`config.mk`:
```
export PLATFORM = sky130hd
export DESIGN_NAME = microcore_branch_decode
export DESIGN_NICKNAME = d
export VERILOG_FILES = /design/src/shared/branch_pkg.sv /design/src/branch_cond_eval.sv /design/src/microcore_branch_decode.sv
export SDC_FILE = /design/constraint.sdc
export NUM_CORES = 1
export LEC_CHECK = 0
export ABC_CLOCK_PERIOD_IN_PS = 3140
export BUFFER_PORTS_ARGS = -buffer_cell sky130_fd_sc_hd__buf_4
export CORE_ASPECT_RATIO = 0.8
export CORE_MARGIN = 2
export CORE_UTILIZATION = 45
export CTS_CLUSTER_SIZE = 12
export DETAILED_ROUTE_END_ITERATION = 10
export GPL_ROUTABILITY_DRIVEN = 0
export MAX_ROUTING_LAYER = met4
export PLACE_DENSITY = 0.81
export SETUP_SLACK_MARGIN = 0.15
export SLEW_MARGIN = 20
export SYNTH_ARGS = -nofsm -noshare
export SYNTH_HDL_FRONTEND = slang
export SYNTH_HIERARCHICAL = 1
export SYNTH_SLANG_ARGS = --single-unit
export TNS_END_PERCENT = 20
```
`constraint.sdc`:
```
create_clock -name clk -period 3.14 [get_ports clk]
set_clock_uncertainty 0.15 [all_clocks]
set_input_delay 0.157 -clock clk [delete_from_list [all_inputs] [get_ports clk]]
set_output_delay 0.157 -clock clk [all_outputs]
set_load 0.005 [all_outputs]
```
`src/shared/branch_pkg.sv`:
```
package branch_pkg;

	localparam int WORD_W      = 16;
	localparam int DISP_W      = 5;
	localparam int COND_W      = 6;
	localparam int FBK_SEL_W   = 4;
	localparam int JUMP_REGS   = 2;
	localparam int PC_W_DEF    = 10;

	// Field positions inside the instruction word
	localparam int DISP_LSB      = 0;
	localparam int FBK_SEL_LSB   = 5;
	localparam int FBK_POL_BIT   = 9;
	localparam int FAR_SEL_BIT   = 3;
	localparam int CFAR_SEL_BIT  = 4;
	localparam int COND_LSB      = 5;

	// Opcode patterns and the bit ranges they cover
	localparam int             FBKR_LSB     = 10;
	localparam logic [5:0]     FBKR_OP      = 6'h05;
	localparam int             FAR_HI_LSB   = 4;
	localparam logic [11:0]    FAR_HI_OP    = 12'h39A;
	localparam logic [2:0]     FAR_LO_OP    = 3'h5;
	localparam int             REL_LSB      = 5;
	localparam logic [10:0]    REL_OP       = 11'h178;
	localparam int             CFAR_LSB     = 11;
	localparam logic [4:0]     CFAR_HI_OP   = 5'h07;
	localparam logic [3:0]     CFAR_LO_OP   = 4'h0;

	// Counts of flags, terminal counts and feedback sources
	localparam int FLAG_N    = 16;
	localparam int TC_N      = 4;
	localparam int SC_N      = 3;
	localparam int HI_DRV_N  = 5;
	localparam int LO_DRV_N  = 6;
	localparam int CUR_N     = 6;
	localparam int PIN_N     = 2 * HI_DRV_N + LO_DRV_N + 2 * SC_N + CUR_N + 3;

	localparam int PC_STEP   = 1;

	typedef enum logic [2:0] {
		BR_NONE,
		BR_FBK_REL,
		BR_FAR,
		BR_REL,
		BR_COND_FAR
	} branch_kind_t;

endpackage : branch_pkg

```
`src/branch_cond_eval.sv`:
```
`timescale 1ns/100ps
`default_nettype none

module branch_cond_eval
	import branch_pkg::*;
(
	input  wire logic [FLAG_N-1:0]    flags,
	input  wire logic [TC_N-1:0]      terminal_count,
	input  wire logic                 start_level,
	input  wire logic [SC_N-1:0]      shortcut_drain_fb,
	input  wire logic [SC_N-1:0]      shortcut_source_fb,
	input  wire logic                 alu_done,
	input  wire logic                 boost_voltage_high,
	input  wire logic [CUR_N-1:0]     current_fb,
	input  wire logic                 own_current_fb,
	input  wire logic [HI_DRV_N-1:0]  hi_drv_drain_fb,
	input  wire logic [HI_DRV_N-1:0]  hi_drv_source_fb,
	input  wire logic [LO_DRV_N-1:0]  lo_drv_drain_fb,
	input  wire logic [COND_W-1:0]    cond_code,
	input  wire logic [FBK_SEL_W-1:0] feedback_selector,
	input  wire logic                 feedback_polarity,
	output logic                      cond_met,
	output logic                      fbk_met
);

	logic [(1<<COND_W)-1:0]    cond_vec;
	logic [(1<<FBK_SEL_W)-1:0] fbk_vec;

	// Condition table, lowest code in the lowest bit
	assign cond_vec = {~own_current_fb, own_current_fb,               // RL14
	                   ~current_fb, current_fb,                       // RL13
	                   ~boost_voltage_high, boost_voltage_high,       // RL12
	                   alu_done,                                      // RL12
	                   shortcut_drain_fb, ~shortcut_source_fb,        // RL11
	                   ~shortcut_drain_fb,                            // RL11
	                   start_level, ~start_level,                     // RL10
	                   terminal_count, flags, ~flags};                // RL10
	assign cond_met = cond_vec[cond_code];

	// High side drain and source feedbacks interleave, low side follow
	genvar g;
	generate
		for (g = 0; g < HI_DRV_N; g++) begin : g_hi
			assign fbk_vec[2*g]   = hi_drv_drain_fb[g];               // RL4
			assign fbk_vec[2*g+1] = hi_drv_source_fb[g];              // RL4
		end
		for (g = 0; g < LO_DRV_N; g++) begin : g_lo
			assign fbk_vec[2*HI_DRV_N+g] = lo_drv_drain_fb[g];        // RL4
		end
	endgenerate

	assign fbk_met = (fbk_vec[feedback_selector] == feedback_polarity); // RL5

endmodule : branch_cond_eval

`default_nettype wire

```
`src/microcore_branch_decode.sv`:
```
`timescale 1ns/100ps
`default_nettype none

// Notes on behaviour
// RL1 - Relative target is own address plus displacement
// RL2 - Displacement is five-bit two's complement
// RL3 - Feedback relative jump taken on polarity match
// RL4 - Selector picks high-side pairs, then low-side drains
// RL5 - Polarity zero wants low, one wants high
// RL6 - Unconditional far jump loads selected jump register
// RL7 - Unconditional relative jump always branches
// RL8 - Conditional far jump loads only when condition holds
// RL9 - Register selector chooses the jump register
// RL10 - Codes cover flags, terminal counts, start
// RL11 - Codes cover shortcut drain and source feedbacks
// RL12 - Codes cover ALU done and boost voltage
// RL13 - Codes cover six current feedbacks high/low
// RL14 - Codes cover own current feedback high/low
// RL15 - Unmet condition steps to next location
// RL16 - Polarity bit 9, selector 8..5, displacement 4..0
module microcore_branch_decode
	import branch_pkg::*;
#(
	parameter int PC_W = PC_W_DEF
)(
	input  wire logic                            clk,
	input  wire logic                            rst_n,
	input  wire logic                            instr_valid,
	input  wire logic [WORD_W-1:0]               instr_word,
	input  wire logic [PC_W-1:0]                 instr_addr,
	input  wire logic [JUMP_REGS-1:0][PC_W-1:0]  jump_register_set,
	input  wire logic [FLAG_N-1:0]               flags,
	input  wire logic [TC_N-1:0]                 terminal_count,
	input  wire logic                            alu_done,
	input  wire logic                            start_in,
	input  wire logic [SC_N-1:0]                 shortcut_drain_fb,
	input  wire logic [SC_N-1:0]                 shortcut_source_fb,
	input  wire logic                            boost_voltage_high,
	input  wire logic [CUR_N-1:0]                current_fb,
	input  wire logic                            own_current_fb,
	input  wire logic [HI_DRV_N-1:0]             hi_drv_drain_fb,
	input  wire logic [HI_DRV_N-1:0]             hi_drv_source_fb,
	input  wire logic [LO_DRV_N-1:0]             lo_drv_drain_fb,
	output logic      [PC_W-1:0]                 program_counter,
	output logic                                 pc_valid,
	output logic                                 branch_taken,
	output branch_kind_t                         branch_kind
);

	// Refuse program counter widths below the displacement width or above the word width
	if (PC_W < DISP_W || PC_W > WORD_W) begin : g_bad_pc_w
		$error("PC_W must lie between the displacement and word widths");
	end

	function automatic logic [PC_W-1:0] rel_target(
		input logic [PC_W-1:0]   base,
		input logic [DISP_W-1:0] disp
	);
		logic [PC_W-1:0] ext;
		ext = {{(PC_W-DISP_W){disp[DISP_W-1]}}, disp};            // RL2
		return PC_W'(base + ext);                                 // RL1
	endfunction : rel_target

	// Pin-level feedbacks cross into the clock domain here
	logic [PIN_N-1:0] pins_raw;
	logic [PIN_N-1:0] pins_meta_q;
	logic [PIN_N-1:0] pins_q;

	assign pins_raw = {own_current_fb, current_fb, boost_voltage_high,
	                   shortcut_source_fb, shortcut_drain_fb, start_in,
	                   lo_drv_drain_fb, hi_drv_source_fb, hi_drv_drain_fb};

	always_ff @(posedge clk) begin
		if (!rst_n) begin
			pins_meta_q <= '0;
			pins_q      <= '0;
		end else begin
			pins_meta_q <= pins_raw;
			pins_q      <= pins_meta_q;
		end
	end

	logic                 s_own_cur;
	logic [CUR_N-1:0]     s_cur;
	logic                 s_boost;
	logic [SC_N-1:0]      s_sc_src;
	logic [SC_N-1:0]      s_sc_drain;
	logic                 s_start;
	logic [LO_DRV_N-1:0]  s_lo_drain;
	logic [HI_DRV_N-1:0]  s_hi_src;
	logic [HI_DRV_N-1:0]  s_hi_drain;

	assign {s_own_cur, s_cur, s_boost, s_sc_src, s_sc_drain, s_start,
	        s_lo_drain, s_hi_src, s_hi_drain} = pins_q;

	// Instruction fields
	wire logic [DISP_W-1:0]    disp_field = instr_word[DISP_LSB +: DISP_W];
	wire logic [FBK_SEL_W-1:0] fbk_sel    = instr_word[FBK_SEL_LSB +: FBK_SEL_W]; // RL16
	wire logic                 fbk_pol    = instr_word[FBK_POL_BIT];            // RL16
	wire logic [COND_W-1:0]    cond_code  = instr_word[COND_LSB +: COND_W];
	wire logic                 far_sel    = instr_word[FAR_SEL_BIT];
	wire logic                 cfar_sel   = instr_word[CFAR_SEL_BIT];

	// Opcode decode
	wire logic is_fbkr = instr_word[WORD_W-1:FBKR_LSB] == FBKR_OP;             // RL3
	wire logic is_far  = instr_word[WORD_W-1:FAR_HI_LSB] == FAR_HI_OP
	                   && instr_word[FAR_SEL_BIT-1:0] == FAR_LO_OP;           // RL6
	wire logic is_rel  = instr_word[WORD_W-1:REL_LSB] == REL_OP;               // RL7
	wire logic is_cfar = instr_word[WORD_W-1:CFAR_LSB] == CFAR_HI_OP
	                   && instr_word[CFAR_SEL_BIT-1:0] == CFAR_LO_OP;         // RL8

	logic cond_met;
	logic fbk_met;

	branch_cond_eval u_cond (
		.flags              (flags),
		.terminal_count     (terminal_count),
		.start_level        (s_start),
		.shortcut_drain_fb  (s_sc_drain),
		.shortcut_source_fb (s_sc_src),
		.alu_done           (alu_done),
		.boost_voltage_high (s_boost),
		.current_fb         (s_cur),
		.own_current_fb     (s_own_cur),
		.hi_drv_drain_fb    (s_hi_drain),
		.hi_drv_source_fb   (s_hi_src),
		.lo_drv_drain_fb    (s_lo_drain),
		.cond_code          (cond_code),
		.feedback_selector  (fbk_sel),
		.feedback_polarity  (fbk_pol),
		.cond_met           (cond_met),
		.fbk_met            (fbk_met)
	);

	// Target selection
	wire logic [PC_W-1:0] seq_pc  = PC_W'(instr_addr + PC_STEP);             // RL15
	wire logic [PC_W-1:0] rel_pc  = rel_target(instr_addr, disp_field);      // RL1
	wire logic [PC_W-1:0] far_pc  = jump_register_set[far_sel];              // RL9
	wire logic [PC_W-1:0] cfar_pc = jump_register_set[cfar_sel];             // RL9

	wire logic take_fbkr = is_fbkr && fbk_met;                              // RL3
	wire logic take_cfar = is_cfar && cond_met;                             // RL8
	wire logic taken     = take_fbkr || is_rel || is_far || take_cfar;      // RL6 RL7

	branch_kind_t kind_d;
	logic [PC_W-1:0] pc_d;

	always_comb begin
		kind_d = BR_NONE;
		pc_d   = seq_pc;                                                    // RL15
		if (is_fbkr) begin
			kind_d = BR_FBK_REL;
			if (take_fbkr)
				pc_d = rel_pc;
		end else if (is_far) begin
			kind_d = BR_FAR;
			pc_d   = far_pc;                                                // RL6
		end else if (is_rel) begin
			kind_d = BR_REL;
			pc_d   = rel_pc;                                                // RL7
		end else if (is_cfar) begin
			kind_d = BR_COND_FAR;
			if (take_cfar)
				pc_d = cfar_pc;                                             // RL8
		end
	end

	logic [PC_W-1:0] program_counter_q;
	logic            pc_valid_q;
	logic            branch_taken_q;
	branch_kind_t    branch_kind_q;

	always_ff @(posedge clk) begin
		if (!rst_n) begin
			program_counter_q <= '0;
			pc_valid_q        <= 1'b0;
			branch_taken_q    <= 1'b0;
			branch_kind_q     <= BR_NONE;
		end else begin
			pc_valid_q <= instr_valid;
			if (instr_valid) begin
				program_counter_q <= pc_d;
				branch_taken_q    <= taken;
				branch_kind_q     <= kind_d;
			end
		end
	end

	assign program_counter = program_counter_q;
	assign pc_valid        = pc_valid_q;
	assign branch_taken    = branch_taken_q;
	assign branch_kind     = branch_kind_q;

endmodule : microcore_branch_decode

`default_nettype wire

```
==> results.json <==
{
  "status": "finished clean",
  "ys_async_sr_fraction_pct": 0,
  "maxUsedRoutingLayer": "met4",
  "ys_top_cells_by_count": "dfxtp_1 (77), and2_1 (64), nand2_1 (26)",
  "r2r_start": "pins_q[23]",
  "postCtsHoldBufs": 31,
  "cpMostUsedCell": "nor3_1",
  "grt_util_all_layers_pct": 22.53,
  "cts-root-buf": "clkbuf_16",
  "grt_pass1_wl_mm": 17.26,
  "grt-ovfl-total": 0,
  "die_y_microns": 89.63,
  "setup-tns-final_ps": 0,
  "routed_wl_mm": 10.67,
  "hold_violations": 0,
  "hp-class": "primary input to flip-flop",
  "syn_nets": 522,
  "die_w_microns": 111.0,
  "drc_errors": 0,
  "ctsLongestPathBuffers": 2,
  "max_stage_delay_ps": 400,
  "yosysWarningCount": 6,
  "syn_avg_cell_area_sq_um": 10.06,
  "grt_pass1_vias": 3541,
  "n_fill_cell": 731,
  "finalCritPeriodShare_pct": 84.58,
  "drt_iter0_drc": 218,
  "worstHoldPathCells": 2,
  "tightest_slew_ps": 680.6,
  "startpoint_type": "flip-flop",
  "ys_ff_latch": 77,
  "wl_per_cell_microns": 15.97,
  "first_pass_iters": 5,
  "diodes": 0,
  "min_to": "branch_taken",
  "relSlewSlack_pct": 54.46,
  "synth_edf_count": 0,
  "seq_area_frac_synth_pct": 37.38,
  "clk_pin_slew_ps": 70,
  "ir_drop_uv": 230.5,
  "port_buffers": 115,
  "end_kind": "flip-flop",
  "reg2reg_to": "program_counter[6]",
  "nets": 660,
  "drt-met1-wl_mm": 4.245,
  "area_growth_pct": 35.77,
  "setup_viol": 0,
  "worstPathArrival_ps": 2730,
  "syn_inst": 410,
  "rsz0062_at_grt": "false",
  "synth_area_leader_cell": "dfxtp_1",
  "vias": 3645,
  "hp-start": "instr_valid",
  "ctsResizeCount": 0,
  "wl_met3_microns": 899,
  "synth_cell_type_count": 65,
  "p_leak_nw": 2.432,
  "postCtsSetupBuffers": 0,
  "clock.fmax_mhz": 376.5,
  "r2r_cells": 10,
  "path_cells": "nor2b_1 > a211oi_1 > a2111oi_0 > nor3_1 > nor3_1 > nand3_4 > and2_2 > o21ai_1 > a31oi_1 > o21a_1",
  "r2r_setup_slack_ps": 480,
  "max_cap_violations": 0,
  "antenna_found_initial": 0,
  "crit_slowest_cell": "a2111oi_0",
  "core_area_sq_um": 8999,
  "fin_util_pct": 62.22,
  "ios": 116,
  "synth.most_common_cell": "dfxtp_1",
  "fp.dieArea_sq_um": 9951,
  "hold_slack_ps": 36.94,
  "route.met2.wl_mm": 5.297,
  "required_ps": 3220,
  "synth-main-ff-cell": "dfxtp_1",
  "path_class": "flip-flop to flip-flop",
  "cts_buffers": 9,
  "htreeDepth": 3,
  "initial_core_util_pct": 45.83,
  "critPathMaxFanout": 19,
  "via_per_inst": 5.457,
  "cts_tree": "yes",
  "clk_latency_ps": 340,
  "antenna_left": 0,
  "drive_above_1_share_pct": 31.10,
  "clock-sinks": 77,
  "num_rows": 31,
  "hpwl_mm": 7.471,
  "netlist.area_leader.share_pct": 37.38,
  "grt_max_degree": 75,
  "drv_slew": 0,
  "p_per_area_nw_per_um2": 447.6,
  "period_minus_slack_ps": 2656,
  "synthTopCellsByArea": "dfxtp_1 (37%), and2_1 (9.7%), mux2_2 (4.9%), mux2i_1 (4.4%), mux4_2 (3.3%)",
  "syn-cell-area_sq_um": 4124
}
stage by stage:
| stage | instances | power (mW) | setup slack [ps] | area (sq um) |
|---|---|---|---|---|
| finish | 668 | 2.506 | 484.3 | 5599 |
| global route | 668 | 2.614 | 283.9 | 5599 |
| CTS | 668 | 2.522 | 496.0 | 5599 |
| detailed placement | 621 | 1.494 | 209.5 | 5000 |
| global placement | 621 | 1.479 | 270.3 | 5000 |
| floorplan | 410 | 1.310 | 503.3 | 4124 |
how the worst max path moves through the flow:
stage / startpoint / end / slack, ps / cells past startpoint
floorplan: instr_word[6] / program_counter[3] / 500 / 12
global placement: instr_word[6] / program_counter[9] / 270 / 11
detailed placement: instr_word[6] / program_counter[6] / 210 / 11
CTS: pins_q[23] / program_counter[6] / 500 / 10
global route: pins_q[23] / program_counter[9] / 280 / 10
finish: pins_q[23] / program_counter[6] / 480 / 10
power by group:
group          total [mW]  switching, mW  internal, mW
registers            1.04         0.0162          1.03
clock network       0.997          0.443         0.554
logic               0.467          0.207         0.260
total                2.51          0.667          1.84
critical path: cells and delay by family (launching register included):
family	cells	cell delay, ps
AND/OR/NAND/NOR	5	1140
AO/OA/AOI/OAI	5	910
flip-flops	1	340
cell usage in the layout (no fill, tap or decap), types with 3 or more instances in the layout:
| cell | Yosys | final |
|---|---|---|
| dfxtp_1 | 77 | 77 |
| and2_1 | 64 | 64 |
| buf_4 | 0 | 118 |
| nor2_1 | 13 | 13 |
| mux2_2 | 18 | 18 |
| nor2b_1 | 8 | 8 |
| inv_1 | 3 | 3 |
| inv_6 | 0 | 3 |
| xnor2_1 | 10 | 10 |
| o221ai_1 | 3 | 3 |
| xor2_1 | 10 | 10 |
| a31oi_1 | 6 | 6 |
| mux4_1 | 4 | 4 |
| nand3_1 | 7 | 7 |
| a221oi_1 | 3 | 3 |
| o211ai_1 | 6 | 6 |
| clkbuf_16 | 0 | 9 |
| a211oi_1 | 5 | 5 |
| nor3_1 | 3 | 3 |
| mux4_2 | 6 | 6 |
| dlygate4sd3_1 | 0 | 31 |
| ha_1 | 10 | 10 |
| a22o_1 | 3 | 3 |
| a21oi_1 | 19 | 19 |
| o21ai_0 | 15 | 15 |
| nand2_1 | 26 | 26 |
| nand3b_1 | 3 | 3 |
| mux2i_1 | 18 | 18 |
| nand2b_1 | 4 | 4 |
| nand4_1 | 3 | 3 |
area by class of cell:
| type | count | area, sq um | share of cell area (%) |
|---|---|---|---|
| well taps | 115 | 143.9 | 2.570 |
| multi-input cells | 308 | 2417 | 43.17 |
| repair buffers | 149 | 1196 | 21.36 |
| inverters | 3 | 11.26 | 0.2011 |
| clock inverters | 7 | 63.81 | 1.140 |
| flip-flops and latches | 77 | 1541 | 27.53 |
| clock buffers | 9 | 225.2 | 4.022 |
flip-flops by register name, summed over array words and instances, names as in the netlist:
register / count
branch_kind: 3
branch_taken: 1
pc_valid: 1
pins_meta_q: 31
pins_q: 31
program_counter: 10
cell families after synthesis:
group	after synthesis	synth area share, %
buffers and inverters	25	4.005
muxes	46	15.11
adders and majority gates	11	3.519
xor gates and xnor gates	20	4.247
and+or+nand+nor	147	21.84
AOI/OAI and AO/OA	84	13.90
DFF	77	37.38
layer usage:
metal,up-vias,global-route usage [%]
li1,1757,-
met1,1706,26.27
met2,161,37.81
met5,-,-
met4,0,8.754
met3,21,6.376
No activity file was read; power rests on OpenSTA's default activity.
